File: config.mk
export PLATFORM = sky130hd
export DESIGN_NAME = sau_core
export DESIGN_NICKNAME = d
export VERILOG_FILES = /design/src/hw/sau_pkg.sv /design/src/hw/sau_core.sv /design/src/hw/sau_sync.sv
export VERILOG_INCLUDE_DIRS = /design/src /design/src/hw
export SDC_FILE = /design/constraint.sdc
export NUM_CORES = 1
export LEC_CHECK = 0
export ABC_CLOCK_PERIOD_IN_PS = 2900
export BUFFER_PORTS_ARGS = -buffer_cell sky130_fd_sc_hd__buf_2
export CAP_MARGIN = 15
export CORE_MARGIN = 1
export CORE_UTILIZATION = 30
export DETAILED_ROUTE_END_ITERATION = 10
export GPL_ROUTABILITY_DRIVEN = 1
export SYNTH_ARGS = -nofsm -noshare
export SYNTH_HDL_FRONTEND = slang
export SYNTH_SLANG_ARGS = --single-unit
File: constraint.sdc
create_clock -name CLK -period 2.9 [get_ports CLK]
set_clock_uncertainty 0.15 [all_clocks]
set_input_delay 0.58 -clock CLK [delete_from_list [all_inputs] [get_ports CLK]]
set_output_delay 0.58 -clock CLK [all_outputs]
set_load 0.05 [all_outputs]
File: src/hw/sau_params.svh
// Constants for the SPI attached UART core: offsets, fields, resets, timing.
// Assumes inclusion from sau_core by bare name; the package does not include it.
`ifndef SAU_PARAMS_SVH
`define SAU_PARAMS_SVH
`define SAU_ADDR_STATUS 3'h0
`define SAU_ADDR_CTRL_A 3'h1
`define SAU_ADDR_CTRL_B 3'h2
`define SAU_ADDR_BAUD 3'h3
`define SAU_ADDR_CTRL_C 3'h4
`define SAU_CMD_REG_BIT 4
`define SAU_CMD_WR_BIT 3
`define SAU_STATUS_RESET 8'h0b
`define SAU_CTRL_A_RESET 8'h00
`define SAU_CTRL_B_RESET 8'h00
`define SAU_CTRL_C_RESET 8'h00
`define SAU_BAUD_RESET 8'h00
`define SAU_A_MODULE_ON 7
`define SAU_A_NINE_BIT 6
`define SAU_A_PARITY_ON 5
`define SAU_A_PARITY_SENSE 4
`define SAU_A_STOP_LEN 3
`define SAU_A_SEND_BREAK 2
`define SAU_A_RX_NINTH 1
`define SAU_A_TX_NINTH 0
`define SAU_B_TRANSMIT_ON 7
`define SAU_B_RECEIVE_ON 6
`define SAU_C_SOFT_RESET 7
`define SAU_SPI_BITS 5'd16
`define SAU_OVERSAMPLE 4'd15
`endif

File: src/hw/sau_pkg.sv
// Types shared by the SPI attached UART core.
// Assumes sau_params.svh is on the include path.
package sau_pkg;
  typedef enum logic [1:0] {
    SAU_TX_IDLE = 2'b00,
    SAU_TX_START = 2'b01,
    SAU_TX_DATA = 2'b10,
    SAU_TX_STOP = 2'b11
  } sau_tx_state_t;
  typedef enum logic [1:0] {
    SAU_RX_IDLE = 2'b00,
    SAU_RX_START = 2'b01,
    SAU_RX_DATA = 2'b10,
    SAU_RX_STOP = 2'b11
  } sau_rx_state_t;
endpackage

File: src/hw/sau_core.sv
// UART core reached over an SPI slave port, with baud generator.
// Assumes SCK, SCS_N, SDI and RX come from outside the CLK domain.
// Operation
// - TX driven only when module_on and transmit_on, else floated.
// - RX used only when module_on and receive_on, else ignored.
// - Holding byte moves to tx_shifter, sent LSB first per baud period.
// - RX shifted in LSB first, then moved to the holding register.
// - Shifters are never reachable by commands.
// - One shared data register serves transmit and receive.
// - Command: bit4 register/FIFO, bit3 write/read, bits2-0 address.
// - Map: status, control A, control B, baud, control C.
// - Status flags are read only; writes there change nothing.
// - Parity fault set on bad parity, only with parity enabled.
// - Noise flag set with rx_full_flag, not on an overrun.
// - Framing fault set for a missing stop bit of current byte.
// - Status read then data access clears the error flags.
// - Status resets to 0x0b.
// - Transaction is 16 bits under chip select; early rise discards.
// - Writes execute after 16 bits and chip select high.
// - SDI latched on SCK rise, SDO changed on SCK fall.
// - Overrun set on overflow, blocks loading of received bytes until cleared; transmit goes on.
`timescale 1ns/1ps
`include "sau_params.svh"
module sau_core
  import sau_pkg::*;
(
  input wire logic CLK,
  input wire logic RESETN,
  input wire logic SCS_N,
  input wire logic SCK,
  input wire logic SDI,
  output logic SDO,
  output logic SDO_OE_N,
  output logic TX,
  output logic TX_OE_N,
  input wire logic RX
);
  logic scs_n_s;
  logic sck_s;
  logic sdi_s;
  logic rx_s;
  sau_sync #(.INIT(1'b1)) u_scs (.clk(CLK), .resetn(RESETN),
    .din(SCS_N), .dout(scs_n_s));
  sau_sync #(.INIT(1'b0)) u_sck (.clk(CLK), .resetn(RESETN),
    .din(SCK), .dout(sck_s));
  sau_sync #(.INIT(1'b0)) u_sdi (.clk(CLK), .resetn(RESETN),
    .din(SDI), .dout(sdi_s));
  sau_sync #(.INIT(1'b1)) u_rx (.clk(CLK), .resetn(RESETN),
    .din(RX), .dout(rx_s));

  // Registers and SPI state
  logic sck_prev_q, scs_prev_q;
  logic [4:0] bit_cnt_q, bit_cnt_d;
  logic [15:0] shin_q, shin_d;
  logic [7:0] shout_q, shout_d;
  logic sdo_q, sdo_d, sdo_oe_n_q, sdo_oe_n_d;
  logic [7:0] ctrl_a_q, ctrl_a_d, ctrl_b_q, ctrl_b_d;
  logic [7:0] ctrl_c_q, ctrl_c_d, baud_q, baud_d;
  logic [7:0] data_q, data_d;
  logic parity_fault_q, parity_fault_d, nf_q, nf_d, framing_fault_q, framing_fault_d, overrun_fault_q, overrun_fault_d;
  logic rx_full_flag_q, rx_full_flag_d, tx_empty_flag_q, tx_empty_flag_d;
  logic stat_rd_q, stat_rd_d;
  logic sck_rise, sck_fall, cs_rise;
  logic [7:0] cmd;
  logic data_access, data_write;
  logic [7:0] status;
  logic rx_load, rx_parity_fault, rx_framing_fault, rx_noise, tx_take;
  logic rx_quiet, tx_quiet;
  logic module_on, tx_on, rx_on, soft_rst;

  assign sck_rise = sck_s && !sck_prev_q;
  assign sck_fall = !sck_s && sck_prev_q;
  assign cs_rise = scs_n_s && !scs_prev_q;
  assign cmd = shin_q[15:8];
  assign module_on = ctrl_a_q[`SAU_A_MODULE_ON];
  assign tx_on = module_on && ctrl_b_q[`SAU_B_TRANSMIT_ON];
  assign rx_on = module_on && ctrl_b_q[`SAU_B_RECEIVE_ON];
  assign soft_rst = ctrl_c_q[`SAU_C_SOFT_RESET];
  assign status = {parity_fault_q, nf_q, framing_fault_q, overrun_fault_q,
                   rx_quiet, rx_full_flag_q, tx_quiet, tx_empty_flag_q};

  function automatic logic [7:0] rd_mux(input logic [7:0] c);
    rd_mux = 8'h00;
    if (!c[`SAU_CMD_REG_BIT])
      rd_mux = data_q;
    else
      case (c[2:0])
        `SAU_ADDR_STATUS: rd_mux = status;
        `SAU_ADDR_CTRL_A: rd_mux = ctrl_a_q;
        `SAU_ADDR_CTRL_B: rd_mux = ctrl_b_q;
        `SAU_ADDR_BAUD: rd_mux = baud_q;
        `SAU_ADDR_CTRL_C: rd_mux = ctrl_c_q;
        default: rd_mux = 8'h00;
      endcase
  endfunction

  // Shared baud tick, sixteen samples per bit
  logic [7:0] bdiv_q, bdiv_d;
  logic tick;
  assign tick = (bdiv_q == 8'h00);
  always_comb
  begin
    bdiv_d = tick ? baud_q : bdiv_q - 8'h01;
  end

  // Transmitter
  sau_tx_state_t txs_q, txs_d;
  logic [3:0] tph_q, tph_d;
  logic [3:0] tbit_q, tbit_d;
  logic [8:0] tsh_q, tsh_d;
  logic tx_q, tx_d;
  logic [3:0] tx_bits;
  assign tx_bits = ctrl_a_q[`SAU_A_NINE_BIT] ? 4'd9 : 4'd8;
  assign tx_quiet = (txs_q == SAU_TX_IDLE) && tx_empty_flag_q;
  assign tx_take = (txs_q == SAU_TX_IDLE) && !tx_empty_flag_q && tx_on;
  always_comb
  begin
    txs_d = txs_q;
    tph_d = tph_q;
    tbit_d = tbit_q;
    tsh_d = tsh_q;
    tx_d = tx_q;
    case (txs_q)
      SAU_TX_IDLE:
      begin
        tx_d = !ctrl_a_q[`SAU_A_SEND_BREAK];
        if (tx_take)
        begin
          tsh_d = {ctrl_a_q[`SAU_A_TX_NINTH], data_q};
          txs_d = SAU_TX_START;
          tph_d = 4'd0;
        end
      end
      SAU_TX_START, SAU_TX_DATA, SAU_TX_STOP:
      begin
        if (tick)
        begin
          tph_d = tph_q + 4'd1;
          if (txs_q == SAU_TX_START)
            tx_d = 1'b0;
          else if (txs_q == SAU_TX_DATA)
            tx_d = tsh_q[0];
          else
            tx_d = 1'b1;
          if (tph_q == `SAU_OVERSAMPLE)
          begin
            tph_d = 4'd0;
            if (txs_q == SAU_TX_START)
            begin
              txs_d = SAU_TX_DATA;
              tbit_d = 4'd0;
            end
            else if (txs_q == SAU_TX_DATA)
            begin
              tsh_d = {1'b0, tsh_q[8:1]};
              tbit_d = tbit_q + 4'd1;
              if (tbit_q == tx_bits - 4'd1)
                txs_d = SAU_TX_STOP;
            end
            else
              txs_d = SAU_TX_IDLE;
          end
        end
      end
      default: txs_d = SAU_TX_IDLE;
    endcase
    if (!tx_on)
    begin
      txs_d = SAU_TX_IDLE;
      tx_d = 1'b1;
    end
  end

  // Receiver
  sau_rx_state_t rxs_q, rxs_d;
  logic [3:0] rph_q, rph_d;
  logic [3:0] rbit_q, rbit_d;
  logic [8:0] rsh_q, rsh_d;
  logic [2:0] smp_q, smp_d;
  logic noise_q, noise_d;
  logic rx_in, maj;
  assign rx_in = rx_on ? rx_s : 1'b1;
  assign maj = (smp_q[0] & smp_q[1]) | (smp_q[0] & smp_q[2])
             | (smp_q[1] & smp_q[2]);
  assign rx_quiet = (rxs_q == SAU_RX_IDLE);
  always_comb
  begin
    rxs_d = rxs_q;
    rph_d = rph_q;
    rbit_d = rbit_q;
    rsh_d = rsh_q;
    smp_d = smp_q;
    noise_d = noise_q;
    rx_load = 1'b0;
    rx_parity_fault = 1'b0;
    rx_framing_fault = 1'b0;
    rx_noise = noise_q;
    case (rxs_q)
      SAU_RX_IDLE:
        if (!rx_in)
        begin
          rxs_d = SAU_RX_START;
          rph_d = 4'd0;
          noise_d = 1'b0;
        end
      SAU_RX_START, SAU_RX_DATA, SAU_RX_STOP:
        if (tick)
        begin
          rph_d = rph_q + 4'd1;
          if (rph_q >= 4'd7 && rph_q <= 4'd9)
            smp_d = {smp_q[1:0], rx_in};
          if (rph_q == `SAU_OVERSAMPLE)
          begin
            rph_d = 4'd0;
            if (!(&smp_q) && (|smp_q))
              noise_d = 1'b1;
            rx_noise = noise_d;
            if (rxs_q == SAU_RX_START)
            begin
              rxs_d = maj ? SAU_RX_IDLE : SAU_RX_DATA;
              rbit_d = 4'd0;
            end
            else if (rxs_q == SAU_RX_DATA)
            begin
              rsh_d = tx_bits == 4'd9 ? {maj, rsh_q[8:1]}
                                      : {1'b0, maj, rsh_q[7:1]};
              rbit_d = rbit_q + 4'd1;
              if (rbit_q == tx_bits - 4'd1)
                rxs_d = SAU_RX_STOP;
            end
            else
            begin
              rxs_d = SAU_RX_IDLE;
              rx_load = 1'b1;
              rx_framing_fault = !maj;
              rx_parity_fault = ctrl_a_q[`SAU_A_PARITY_ON] &&
                ((^rsh_q) ^ ctrl_a_q[`SAU_A_PARITY_SENSE]);
            end
          end
        end
      default: rxs_d = SAU_RX_IDLE;
    endcase
    if (!rx_on)
      rxs_d = SAU_RX_IDLE;
  end

  // SPI slave and register file
  always_comb
  begin
    bit_cnt_d = bit_cnt_q;
    shin_d = shin_q;
    shout_d = shout_q;
    sdo_d = sdo_q;
    sdo_oe_n_d = scs_n_s;
    ctrl_a_d = ctrl_a_q;
    ctrl_b_d = ctrl_b_q;
    ctrl_c_d = ctrl_c_q;
    baud_d = baud_q;
    data_d = data_q;
    parity_fault_d = parity_fault_q;
    nf_d = nf_q;
    framing_fault_d = framing_fault_q;
    overrun_fault_d = overrun_fault_q;
    rx_full_flag_d = rx_full_flag_q;
    tx_empty_flag_d = tx_empty_flag_q;
    stat_rd_d = stat_rd_q;
    data_access = 1'b0;
    data_write = 1'b0;
    if (scs_n_s)
      bit_cnt_d = 5'd0;
    else
    begin
      if (sck_rise && bit_cnt_q != `SAU_SPI_BITS)
      begin
        shin_d = {shin_q[14:0], sdi_s};
        bit_cnt_d = bit_cnt_q + 5'd1;
        if (bit_cnt_q == 5'd7)
        begin
          shout_d = rd_mux({shin_q[6:0], sdi_s});
          // Command bits 7..1 sit in shin_q[6:0], bit 0 on sdi_s
          if (shin_q[6:4] == 3'h0 && !shin_q[`SAU_CMD_REG_BIT-1]
              && !shin_q[`SAU_CMD_WR_BIT-1])
            data_access = 1'b1;
          else if (shin_q[6:0] == 7'h08 && !sdi_s)
            stat_rd_d = 1'b1;
        end
      end
      if (sck_fall && bit_cnt_q >= 5'd8 && bit_cnt_q < `SAU_SPI_BITS)
      begin
        sdo_d = shout_q[7];
        shout_d = {shout_q[6:0], 1'b0};
      end
    end
    // Write command once 16 bits done and chip select returns
    if (cs_rise && bit_cnt_q == `SAU_SPI_BITS && cmd[`SAU_CMD_WR_BIT]
        && cmd[7:5] == 3'h0)
    begin
      if (!cmd[`SAU_CMD_REG_BIT])
      begin
        data_d = shin_q[7:0];
        tx_empty_flag_d = 1'b0;
        data_write = 1'b1;
      end
      else
        case (cmd[2:0])
          `SAU_ADDR_CTRL_A: ctrl_a_d = shin_q[7:0];
          `SAU_ADDR_CTRL_B: ctrl_b_d = shin_q[7:0];
          `SAU_ADDR_BAUD: baud_d = shin_q[7:0];
          `SAU_ADDR_CTRL_C: ctrl_c_d = shin_q[7:0];
          default: ;
        endcase
    end
    if ((data_access || data_write) && stat_rd_q)
    begin
      parity_fault_d = 1'b0;
      nf_d = 1'b0;
      framing_fault_d = 1'b0;
      overrun_fault_d = 1'b0;
      rx_full_flag_d = 1'b0;
      stat_rd_d = 1'b0;
    end
    if (tx_take)
      tx_empty_flag_d = 1'b1;
    if (rx_load)
    begin
      if (rx_full_flag_q || overrun_fault_q)
        overrun_fault_d = 1'b1;
      else
      begin
        data_d = rsh_q[7:0];
        ctrl_a_d[`SAU_A_RX_NINTH] = rsh_q[8];
        rx_full_flag_d = 1'b1;
        nf_d = nf_q | rx_noise;
        framing_fault_d = rx_framing_fault;
        parity_fault_d = parity_fault_q | rx_parity_fault;
      end
    end
    if (soft_rst)
    begin
      ctrl_c_d = `SAU_CTRL_C_RESET;
      {parity_fault_d, nf_d, framing_fault_d, overrun_fault_d, rx_full_flag_d} = 5'h00;
      tx_empty_flag_d = 1'b1;
    end
  end

  always_ff @(posedge CLK or negedge RESETN)
  begin
    if (!RESETN)
    begin
      sck_prev_q <= 1'b0;
      scs_prev_q <= 1'b1;
      bit_cnt_q <= 5'd0;
      shin_q <= 16'h0000;
      shout_q <= 8'h00;
      sdo_q <= 1'b0;
      sdo_oe_n_q <= 1'b1;
      ctrl_a_q <= `SAU_CTRL_A_RESET;
      ctrl_b_q <= `SAU_CTRL_B_RESET;
      ctrl_c_q <= `SAU_CTRL_C_RESET;
      baud_q <= `SAU_BAUD_RESET;
      data_q <= 8'h00;
      {parity_fault_q, nf_q, framing_fault_q, overrun_fault_q} <= 4'h0;
      rx_full_flag_q <= 1'b0;
      tx_empty_flag_q <= 1'b1;
      stat_rd_q <= 1'b0;
      bdiv_q <= 8'h00;
      txs_q <= SAU_TX_IDLE;
      tph_q <= 4'd0;
      tbit_q <= 4'd0;
      tsh_q <= 9'h000;
      tx_q <= 1'b1;
      rxs_q <= SAU_RX_IDLE;
      rph_q <= 4'd0;
      rbit_q <= 4'd0;
      rsh_q <= 9'h000;
      smp_q <= 3'h7;
      noise_q <= 1'b0;
      TX_OE_N <= 1'b1;
    end
    else
    begin
      sck_prev_q <= sck_s;
      scs_prev_q <= scs_n_s;
      bit_cnt_q <= bit_cnt_d;
      shin_q <= shin_d;
      shout_q <= shout_d;
      sdo_q <= sdo_d;
      sdo_oe_n_q <= sdo_oe_n_d;
      ctrl_a_q <= ctrl_a_d;
      ctrl_b_q <= ctrl_b_d;
      ctrl_c_q <= ctrl_c_d;
      baud_q <= baud_d;
      data_q <= data_d;
      parity_fault_q <= parity_fault_d;
      nf_q <= nf_d;
      framing_fault_q <= framing_fault_d;
      overrun_fault_q <= overrun_fault_d;
      rx_full_flag_q <= rx_full_flag_d;
      tx_empty_flag_q <= tx_empty_flag_d;
      stat_rd_q <= stat_rd_d;
      bdiv_q <= bdiv_d;
      txs_q <= txs_d;
      tph_q <= tph_d;
      tbit_q <= tbit_d;
      tsh_q <= tsh_d;
      tx_q <= tx_d;
      rxs_q <= rxs_d;
      rph_q <= rph_d;
      rbit_q <= rbit_d;
      rsh_q <= rsh_d;
      smp_q <= smp_d;
      noise_q <= noise_d;
      TX_OE_N <= !tx_on;
    end
  end
  assign SDO = sdo_q;
  assign SDO_OE_N = sdo_oe_n_q;
  assign TX = tx_q;
endmodule // sau_core

File: src/hw/sau_sync.sv
// Three-stage synchroniser with agreement filter for pin inputs.
// Assumes one clock; output changes when stages two and three agree.
`timescale 1ns/1ps
module sau_sync
  import sau_pkg::*;
#(
  parameter logic INIT = 1'b1
)
(
  input wire logic clk,
  input wire logic resetn,
  input wire logic din,
  output logic dout
);
  logic s1_q;
  logic s2_q;
  logic s3_q;
  logic out_q;
  logic out_d;
  always_comb
  begin
    out_d = out_q;
    if (s2_q == s3_q)
    begin
      out_d = s3_q;
    end
  end
  always_ff @(posedge clk or negedge resetn)
  begin
    if (!resetn)
    begin
      s1_q <= INIT;
      s2_q <= INIT;
      s3_q <= INIT;
      out_q <= INIT;
    end
    else
    begin
      s1_q <= din;
      s2_q <= s1_q;
      s3_q <= s2_q;
      out_q <= out_d;
    end
  end
  assign dout = out_q;
endmodule // sau_sync

# [Word-level counts from Yosys, hierarchy flattened]
# Cells that the tools add are included.
[totals] ff_bits=147 inputBits=6 output_inout_bits=4 wordCells=311
[classes] add_sub_neg=7 magnitude_cmp=4 eq_ne=45 mux=121 n_bitwise=10 reduce_logical=75
[op_table] operator="8-bit two-way mux" count=13
[op_table] operator="1-bit two-way mux" count=64
[op_table] operator="9-bit two-way mux" count=6
[op_table] operator="4-bit two-way mux" count=10
[op_table] operator="8-bit case mux with 5 select lines" count=1
[op_table] operator="2-bit two-way mux" count=18
[op_table] operator="2-bit nonzero test" count=11
[op_table] operator="1-bit logical AND" count=21
[op_table] operator="3-bit AND reduction" count=7
[op_table] operator="3-bit != test, second input constant" count=6
[op_table] operator="9-bit case mux with 2 select lines" count=1
[op_table] operator="4-bit by 1-bit adder with 4-bit output, second input constant" count=4
[op_table] operator="2-bit != test, second input constant" count=8
[op_table] operator="4-bit case mux with 2 select lines" count=2
[op_table] operator="4-bit AND reduction" count=4
[op_table] operator="5-bit != test, second input constant" count=3
[op_table] operator="5-bit AND reduction" count=3
[op_table] operator="3-bit by 2-bit == test with 1-bit output, second input constant" count=4
[op_table] operator="4-bit == test, second input constant" count=3
[op_table] operator="1-bit zero test" count=11
[op_table] operator="5-bit two-way mux" count=2
[op_table] operator="2-bit AND reduction" count=5
[op_table] operator="3-bit zero test" count=3
[op_table] operator="3-bit OR reduction" count=3
[op_table] operator="29 further kinds" count=49

# [Depth between registers and ports, before layout]
# Gate-level depths: netlist (run 1).
[depth] ltp_word=13 depth_mapped=9 mapped_depth_nobuf=7

# [By module]
# From an unflattened synthesis (run 1), not the netlist that was laid out.
[hier_totals] hier_cells=652 hier_area_um2=7125.6
[modules_own_cells] module="sau_core" instances=1 cells_each=632 area_per_inst_um2=6670.1 seq_area_each_um2=3286.9
[modules_own_cells] module="sau_sync at u_rx ..." instances=2 cells_each=5 area_per_inst_um2=116.4 seq_area_each_um2=105.1
[modules_own_cells] module="sau_sync at u_sck ..." instances=2 cells_each=5 area_per_inst_um2=111.4 seq_area_each_um2=100.1

# [Worst setup path after synthesis (run 1)]
# Ideal clock, no wire load.
[synth_path] path_kind="register to register" startpoint="register txs_q[1]" endpoint="register tsh_q[7]" setup_ps=77 arrival_time_ps=2380 t_required_ps=2673 setup_slack_ps=292 path_stages_with_launch=10 path_buffers=2 period_less_slack_ps=2608 cell_sequence="dfrtp_1 inv_1 ha_1 clkbuf_1 a31o_2 o21ai_0 a2111oi_2 clkbuf_1 nor2_1 a21oi_1"
[synth_via] elab_chain_len=5 elab_cells_between_ends=14 cone_classes="8 x eq/ne; 1 x mux; 5 x reduce/logical"
[synth_rtl] item="start, declared" line="sau_core.sv:107" source="sau_tx_state_t txs_q, txs_d;"
[synth_rtl] item="start signal, assigned" line="sau_core.sv:402" source="txs_q <= txs_d;"
[synth_rtl] item="parallel branches: the longest is 5 deep, another holds 5-bit AND reduction"
[synth_rtl] item="end signal, assigned" line="sau_core.sv:405" source="tsh_q <= tsh_d;"
[synth_rtl] item="end, declared" line="sau_core.sv:110" source="logic [8:0] tsh_q, tsh_d;"
# Parallel ways; which one is timed is not known.
# A chain may end at the register's enable or synchronous reset.

# [Final worst setup path (run 1)]
[layout_path] startpoint="register bdiv_q[0]" endpoint="register tbit_q[3]"
[layout_via] elab_chain_len=2
[layout_rtl] item="start, declared" line="sau_core.sv:98" source="logic [7:0] bdiv_q, bdiv_d;"
[layout_rtl] item="start signal, assigned" line="sau_core.sv:401" source="bdiv_q <= bdiv_d;"
[layout_rtl] item="8-bit zero test" line="sau_core.sv:100" source="assign tick = (bdiv_q == 8'h00);"
[layout_rtl] item="4-bit AND reduction (no source line)"
[layout_rtl] item="end signal, assigned" line="sau_core.sv:404" source="tbit_q <= tbit_d;"
[layout_rtl] item="end, declared" line="sau_core.sv:109" source="logic [3:0] tbit_q, tbit_d;"
# Every way passes these cells.

==> results of run 1 <==
[through the flow]
step | util [%] | worst slack [ns]
final | 35.5 | 0.255
after detailed placement | 33.2 | 0.248
after floorplan | - | 0.292
after CTS | 35.5 | 0.239
after global routing | 35.5 | 0.0549
after global placement | 33.2 | 0.292
[kinds of logic (layout without fill, tap and decap cells)]
| kind of cell | after synthesis | count (layout) |
|---|---|---|
| adder cells (fa/ha/maj) | 23 | 23 |
| multiplexers | 83 | 83 |
| XOR/XNOR | 15 | 15 |
| buffers and inverters | 46 | 81 |
| AND/OR/NAND/NOR | 194 | 194 |
| AO/OA/AOI/OAI | 132 | 132 |
| flip-flops | 147 | 147 |
[power breakdown]
| part | switching (µW) | internal (µW) | total, µW |
|---|---|---|---|
| combinational | 256 | 162 | 418 |
| clock | 881 | 1170 | 2060 |
| sequential | 146 | 2140 | 2280 |
[synth_stat cells, types with 4 or more instances]
master	count	area, µm²
sky130_fd_sc_hd__o21ai_0	22	110
sky130_fd_sc_hd__a22oi_1	15	113
sky130_fd_sc_hd__a21oi_1	41	205
sky130_fd_sc_hd__a221oi_1	5	43.8
sky130_fd_sc_hd__dfstp_2	15	394
sky130_fd_sc_hd__clkbuf_1	26	97.6
sky130_fd_sc_hd__inv_1	15	56.3
sky130_fd_sc_hd__nor4_1	5	31.3
sky130_fd_sc_hd__nand2b_1	8	50.1
sky130_fd_sc_hd__mux2i_1	26	260
sky130_fd_sc_hd__mux2_1	9	101
sky130_fd_sc_hd__xor2_1	4	35.0
sky130_fd_sc_hd__mux2_2	47	529
sky130_fd_sc_hd__a31oi_1	6	37.5
sky130_fd_sc_hd__nor2_1	61	229
sky130_fd_sc_hd__ha_1	18	225
sky130_fd_sc_hd__nand2_1	46	173
sky130_fd_sc_hd__nor2b_1	9	56.3
sky130_fd_sc_hd__nor3_1	13	65.1
sky130_fd_sc_hd__nand3_1	14	70.1
sky130_fd_sc_hd__or3_1	5	31.3
sky130_fd_sc_hd__maj3_1	5	50.1
sky130_fd_sc_hd__dfrtp_1	132	3300
sky130_fd_sc_hd__o31ai_1	7	52.6
sky130_fd_sc_hd__xnor2_1	10	87.6
sky130_fd_sc_hd__a21o_1	5	37.5
sky130_fd_sc_hd__or4_1	7	52.6
sky130_fd_sc_hd__o22ai_1	7	43.8
sky130_fd_sc_hd__nand3b_1	4	30.0
[worst max-delay path by stage]
| stage | end | slack, ns | depth (start not counted) |
|---|---|---|---|
| after global routing | rbit_q[3]$_DFFE_PN0P_ | 0.05 | 7 |
| after detailed placement | tbit_q[3]$_DFFE_PN0P_ | 0.25 | 7 |
| after floorplan | tsh_q[7]$_DFFE_PN0P_ | 0.29 | 9 |
| after global placement | tbit_q[3]$_DFFE_PN0P_ | 0.29 | 7 |
| after CTS | tbit_q[3]$_DFFE_PN0P_ | 0.24 | 7 |
| final | tbit_q[3]$_DFFE_PN0P_ | 0.25 | 7 |
[placed cells by master (no fill, tap or decap), drive strengths merged, types with 4 or more instances in the layout]
cell type / Yosys / routed
o21ai: 25 / 25
inv: 15 / 16
clkinvlp: 0 / 6
nand3: 14 / 14
o31ai: 7 / 7
buf: 4 / 33
mux2: 56 / 56
a22oi: 15 / 15
nor4: 6 / 6
a31oi: 6 / 6
xnor2: 10 / 10
o22ai: 7 / 7
mux2i: 26 / 26
nor3: 14 / 14
a221oi: 5 / 5
clkbuf: 26 / 19
a21oi: 41 / 41
dfstp: 15 / 15
dfrtp: 132 / 132
ha: 18 / 18
or3: 5 / 5
nor2: 61 / 61
maj3: 5 / 5
nand2: 46 / 46
nor4b: 5 / 5
nor2b: 9 / 9
clkinv: 1 / 6
or4: 7 / 7
a21o: 5 / 5
nand2b: 8 / 8
nand3b: 4 / 4
xor2: 4 / 4
[state kept, by name, summed over array words and instances, names as in the netlist, 3 cells and up]
name       count
shin_q        16
rsh_q          9
tsh_q          9
baud_q         8
bdiv_q         8
ctrl_a_q       8
ctrl_b_q       8
ctrl_c_q       8
data_q         8
shout_q        8
bit_cnt_q      5
rbit_q         4
rph_q          4
tbit_q         4
tph_q          4
smp_q          3
[area by class of cell]
cell class                 instances  area share (%)
sequential                       147            45.5
multi-input combinational        447            39.2
clock buffer                      19            5.33
timing repair buffer              33            3.00
tap                              313            4.82
inverter                          16           0.739
clock inverter                    13            1.39
[per-layer routing]
layer	vias up	global-route usage (%)	part of all wire, %
met2	59	21.4	48
met3	13	2.73	2.6
met5	-	0	0
met1	2403	18.5	49
li1	2365	-	-
met4	0	4.34	1.0
[worst register-to-register path, stage by stage, from the launching register on]
cell and delay (ns):
sky130_fd_sc_hd__dfrtp_1 0.39, sky130_fd_sc_hd__inv_1 0.08, sky130_fd_sc_hd__ha_1 0.21, sky130_fd_sc_hd__or4b_1 0.63, sky130_fd_sc_hd__or4_1 0.59, sky130_fd_sc_hd__or3_1 0.31, sky130_fd_sc_hd__a21oi_1 0.15, sky130_fd_sc_hd__a21o_1 0.09
==> impl_metrics.json, run 1 <==
{
  "worst_path_largest_cell_delay_ns": 0.63,
  "regToRegStartpoint": "bdiv_q[0]$_DFF_PN0_",
  "multi_input_combinational_cell_area_um2": 3180,
  "place.gp.congestion": 0.788,
  "die_w_um": 155,
  "setup_total_negative_slack_ns": 0,
  "cp-start-kind": "flop",
  "worstHoldPathType": "in2async",
  "worst-slew-pin-transition_ns": 0.970,
  "detailed_route_wl_um": 15100,
  "synthMuxAreaShare_pct": 13.0,
  "critical_path.slowest_cell": "sky130_fd_sc_hd__or4b_1",
  "yosys_register_bits": 147,
  "crit_required_ns": 3.12,
  "grt_first_pass_wirelength_um": 25500,
  "die_y_um": 155,
  "final_cells": 988,
  "mappedNetlistNets": 664,
  "num_vias": 4840,
  "synth_adder_area_share_pct": 3.90,
  "timing.final.setup_violations": 0,
  "fp-row-count": 55,
  "antenna_cells": 0,
  "clock_sink_count": 147,
  "yosysSeqAreaShare_pct": 52.4,
  "synth_ff_type": "sky130_fd_sc_hd__dfrtp_1",
  "fmaxAchievable_mhz": 378,
  "power.ir.vdd_worst_v": 0.000414,
  "detailedRoute.firstPassIterationCount": 4,
  "buffer_ports.inserted": 9,
  "grt_pass1_vias": 4784,
  "core_um2": 22800,
  "clk-insertion-delay-late_ns": 0.43,
  "cts.root.buffer_cell": "sky130_fd_sc_hd__clkbuf_16",
  "clkTransAtPathRegs_ns": 0.06,
  "nets": 686,
  "netlist_area_um2": 7050,
  "ff2ff_path_depth": 7,
  "largest_family_of_logic_cells_by_synthesized_area": "simple AND/OR/NAND/NOR gates",
  "worst_setup_path_startpoint": "bdiv_q[0]$_DFF_PN0_",
  "rsz0062_at_grt": "false",
  "antenna_found_initial": 0,
  "crit_chain": "inv_1 -> ha_1 -> or4b_1 -> or4_1 -> or3_1 -> a21oi_1 -> a21o_1",
  "route.detailed.vias_per_inst": 4.90,
  "drt.antenna.violating_nets": 0,
  "cts-resized-gates": 0,
  "crit_path_leading_delay_family": "simple AND/OR/NAND/NOR gates",
  "gr-total-overflow": 0,
  "synthSimpleGateAreaFrac_pct": 14.2,
  "holdBufCountCts": 0,
  "postSynthAreaPerCell_um2": 11.0,
  "pnr_total_power_uw": 4760,
  "r2r_setup_slack_ns": 0.25,
  "cp.buffers_inverters": 1,
  "synthesized_area_fraction_occupied_by_xor_and_xnor_cells_pct": 2.06,
  "total_global_route_track_usage_pct": 13.5,
  "largest_net_degree_at_the_start_of_global_routing": 67,
  "n_fill_cell": 2290,
  "max-slew-margin-rel_pct": 35.2,
  "drt_iter0_drc": 309,
  "power_leakage_uw": 0.00366,
  "crit_path_arrival_time_ns": 2.87,
  "cts_post_setup_buffers_inserted": 0,
  "post-dp-hpwl_um": 10500,
  "timing.critical_path.to_type": "flop",
  "cts-htree-levels": 4,
  "power_density_nw_per_um2": 586,
  "areaGrowthSynthToFinish_pct": 15.2,
  "hold_ws_ns": 0.000998,
  "post_dp_cell_area_um2": 7580,
  "route.detailed.drc": 0,
  "r2r_end": "tbit_q[3]$_DFFE_PN0P_",
  "timing.final.crit_share_pct": 91.2,
  "post_drt_wl_per_cell_um": 15.3,
  "crit_path_max_fanout": 8,
  "maxSlewViolCount": 0,
  "start_util_pct": 30.9,
  "clock_tree_from_tritoncts": "built",
  "finalInstanceArea_um2": 8120,
  "synth_area_in_compound_gates_pct": 11.9,
  "ys_types": 63,
  "cells_after_synth": 640,
  "die_area_um2": 24100,
  "post_route_cells_drive_above_1_share_pct": 20.1,
  "ys_async_sr_fraction_pct": 100,
  "tritoncts.num_buffers": 17,
  "criticalPathCategory": "reg2reg",
  "timing_hold_violations_final": 0,
  "floorplan.io_pins": 10,
  "max_cap_viol_count": 0,
  "outcome": "completed",
  "min_period_ns": 2.65,
  "layout.area.seq_um2": 3700,
  "cts.path.max_buffers": 2,
  "placed_cells": 956,
  "synth_edf_count": 0,
  "total_of_warnings_raised_by_yosys": 0
}
No activity file was read; power rests on OpenSTA's default activity.
==> run 2: changes to the inputs <==
--- a/config.mk
+++ b/config.mk
@@ -6,6 +6,7 @@
 export SDC_FILE = /design/constraint.sdc
 export NUM_CORES = 1
 export LEC_CHECK = 0
+export ABC_AREA = 1
 export ABC_CLOCK_PERIOD_IN_PS = 2900
 export BUFFER_PORTS_ARGS = -buffer_cell sky130_fd_sc_hd__buf_2
 export CAP_MARGIN = 15
==> impl_metrics.json, run 2 <==
{
  "outcome": "completed",
  "mostFrequentLayoutCell": "sky130_fd_sc_hd__nand2_1",
  "fmaxAchievable_mhz": 415,
  "maxSlewViolCount": 0,
  "clock_sink_count": 147,
  "power_leakage_uw": 0.00392,
  "synth_top_cell_by_area": "sky130_fd_sc_hd__dfrtp_1",
  "wl_met3_um": 557,
  "r2r_end": "nf_q$_DFF_PN0_",
  "max_cap_viol_count": 0,
  "cells_after_synth": 855,
  "timing_hold_violations_final": 0,
  "r2r_setup_slack_ns": 0.49,
  "timing.final.crit_share_pct": 83.1,
  "cp-start-kind": "flop",
  "top_cell_types_by_occurrence_after_synthesis": "243 x sky130_fd_sc_hd__nand2_1, 132 x sky130_fd_sc_hd__dfrtp_1, 99 x sky130_fd_sc_hd__inv_1",
  "clock_tree_from_tritoncts": "built",
  "worst_setup_path_startpoint": "bdiv_q[0]$_DFF_PN0_",
  "place.gp.congestion": 0.829,
  "worstHoldStart": "RX",
  "regMostFlops": "shin_q",
  "tritoncts.num_buffers": 17,
  "crit_required_ns": 3.10,
  "cts-htree-levels": 4,
  "route.detailed.drc": 0,
  "num_vias": 5559,
  "dr_wl_met2_um": 7270,
  "largest_net_degree_at_the_start_of_global_routing": 84,
  "cts.root.buffer_cell": "sky130_fd_sc_hd__clkbuf_16",
  "regToRegStartpoint": "bdiv_q[0]$_DFF_PN0_",
  "layout.cells.most_common_list": "243 x sky130_fd_sc_hd__nand2_1, 132 x sky130_fd_sc_hd__dfrtp_1, 99 x sky130_fd_sc_hd__inv_1, 95 x sky130_fd_sc_hd__o21ai_0, 52 x sky130_fd_sc_hd__nor2_1",
  "clk-insertion-delay-late_ns": 0.42,
  "netlist_area_um2": 7210,
  "power_density_nw_per_um2": 568,
  "die_y_um": 157,
  "ys_types": 45,
  "floorplan.io_pins": 10,
  "cts-resized-gates": 0,
  "detailedRoute.firstPassIterationCount": 5,
  "areaGrowthSynthToFinish_pct": 13.9,
  "nets": 902,
  "crit_path_arrival_time_ns": 2.61,
  "synth_ff_type": "sky130_fd_sc_hd__dfrtp_1",
  "synth_top_cell_area_share_pct": 45.8,
  "synth_edf_count": 0,
  "cts.path.max_buffers": 2,
  "post_route_cells_drive_above_1_share_pct": 10.4,
  "yosys_register_bits": 147,
  "power.ir.vdd_worst_v": 0.000369,
  "ff2ff_path_depth": 10,
  "ys_async_sr_fraction_pct": 100,
  "antenna_cells": 0,
  "placed_cells": 1177,
  "clkTransAtPathRegs_ns": 0.06,
  "yosys.cell_count.top_type": "sky130_fd_sc_hd__nand2_1",
  "total_of_warnings_raised_by_yosys": 0,
  "setup_total_negative_slack_ns": 0,
  "drt.antenna.violating_nets": 0,
  "dpl_worst_slack_ns": 0.505,
  "post_drt_wl_per_cell_um": 13.2,
  "grt_first_pass_wirelength_um": 26900,
  "layout_setup_ws_ns": 0.490,
  "die_w_um": 157,
  "worstHoldPathType": "in2reg",
  "crit_path_max_fanout": 19,
  "timing.critical_path.to_type": "flop",
  "timing.final.setup_violations": 0,
  "route.detailed.vias_per_inst": 4.60,
  "antenna_found_initial": 0,
  "postSynthAreaPerCell_um2": 8.43,
  "yosys-top-cells-area": "sky130_fd_sc_hd__dfrtp_1 46%, sky130_fd_sc_hd__nand2_1 13%, sky130_fd_sc_hd__o21ai_0 6.6%",
  "die_area_um2": 24700,
  "whs_path_depth": 1,
  "final_cells": 1209,
  "largestRegisters": "shin_q: 16 flops, rsh_q: 9 flops, tsh_q: 9 flops",
  "post_dp_cell_area_um2": 7660,
  "wl_met1_um": 7960,
  "n_fill_cell": 2449,
  "post-dp-hpwl_um": 11600,
  "worst-slew-pin-transition_ns": 0.933,
  "mappedNetlistNets": 879,
  "gr-total-overflow": 0,
  "finalInstanceArea_um2": 8210,
  "min_period_ns": 2.41,
  "largest_register_ffs": 16,
  "total_global_route_track_usage_pct": 14.1,
  "holdPathEnd": "u_rx.s1_q$_DFF_PN1_",
  "yosysSeqAreaShare_pct": 51.3,
  "buffer_ports.inserted": 9,
  "hold_ws_ns": 0.107,
  "fp-row-count": 56,
  "grt_pass1_vias": 5298,
  "start_util_pct": 30.6,
  "cts_post_setup_buffers_inserted": 0,
  "core_um2": 23500,
  "detailed_route_wl_um": 16000,
  "rsz0062_at_grt": "false",
  "drt_iter0_drc": 462,
  "routed.top_layer": "met4",
  "max-slew-margin-rel_pct": 37.4,
  "criticalPathCategory": "reg2reg"
}
## run 2: cell count changes in the layout (fill, tap and decap cells not counted), moves of 13 or more
cell                      previous run  this run
sky130_fd_sc_hd__mux2_2             47         0
sky130_fd_sc_hd__a22oi_1            15         1
sky130_fd_sc_hd__o21ai_2             0        14
sky130_fd_sc_hd__o21ai_1             3        16
sky130_fd_sc_hd__nand2_1            46       243
sky130_fd_sc_hd__inv_1              15        99
sky130_fd_sc_hd__mux2i_1            26         9
sky130_fd_sc_hd__buf_4              23         6
sky130_fd_sc_hd__o21ai_0            22        95
sky130_fd_sc_hd__a21oi_1            41        19
sky130_fd_sc_hd__nand3_1            14        45
## run 2: cells by family (layout without fill, tap and decap cells)
kind of cell,after synthesis,count (layout),synth area share [%]
simple gates,382,382,23.0
mux,9,9,1.25
xor+xnor,6,6,0.729
compound gates,172,172,13.6
flops,147,147,51.3
fa+ha+maj,22,22,3.68
buf+inv,117,152,6.54
## run 2: worst max-delay path by stage
| stage | to | slack [ns] | cells past startpoint |
|---|---|---|---|
| 2_1_floorplan | tsh_q[7]$_DFFE_PN0P_ | 0.97 | 11 |
| 3_3_place_gp | framing_fault_q$_DFF_PN0_ | 0.59 | 10 |
| 3_5_place_dp | rsh_q[0]$_DFFE_PN0P_ | 0.50 | 7 |
| 4_1_cts | nf_q$_DFF_PN0_ | 0.49 | 10 |
| 5_1_grt | tph_q[3]$_DFFE_PN0P_ | 0.22 | 10 |
| 6_report | nf_q$_DFF_PN0_ | 0.49 | 10 |
## run 2: what timing repair did
item,CTS,global route
hold buffers,1,0
endpoints found under the hold margin,4,0
setup endpoints to repair,0,0
## run 2: worst max-delay path, cell delays in order (launching register included)
cell and delay (ns):
sky130_fd_sc_hd__dfrtp_1 0.38, sky130_fd_sc_hd__inv_1 0.09, sky130_fd_sc_hd__ha_1 0.24, sky130_fd_sc_hd__nand2_1 0.10
sky130_fd_sc_hd__nor2_2 0.47, sky130_fd_sc_hd__nand3_1 0.18, sky130_fd_sc_hd__nor2_1 0.15, sky130_fd_sc_hd__nand2_2 0.21
sky130_fd_sc_hd__inv_1 0.22, sky130_fd_sc_hd__a21oi_1 0.06, sky130_fd_sc_hd__nor2_1 0.10
## run 2: area by class of cell
cell class                 instances  area [µm²]  share of cell area [%]
clock buffer                      25         485                    5.91
multi-input combinational        591        3040                    37.0
sequential                       147        3700                    45.0
clock inverter                     6        57.6                   0.701
timing repair buffer              18         146                    1.78
tap                              319         399                    4.86
inverter                         103         387                    4.71
## run 2: per-stage QoR
step	power [µW]	utilization, %
5_1_grt	4850	34.9
3_5_place_dp	2660	32.5
6_report	4670	34.9
4_1_cts	4730	34.9
3_3_place_gp	2660	32.5
2_1_floorplan	2460	-
## run 2: power breakdown
group          total (µW)  switching (µW)  internal, µW
Sequential           2210            79.9          2130
Clock                2040             805          1240
Combinational         413             326          87.7
Total                4670            1210          3460
## run 2: per-layer routing
layer,global-route usage [%],vias to the layer above
met5,0,-
met4,4.25,0
met3,3.17,14
met2,22.5,83
met1,19.1,2618
li1,-,2844
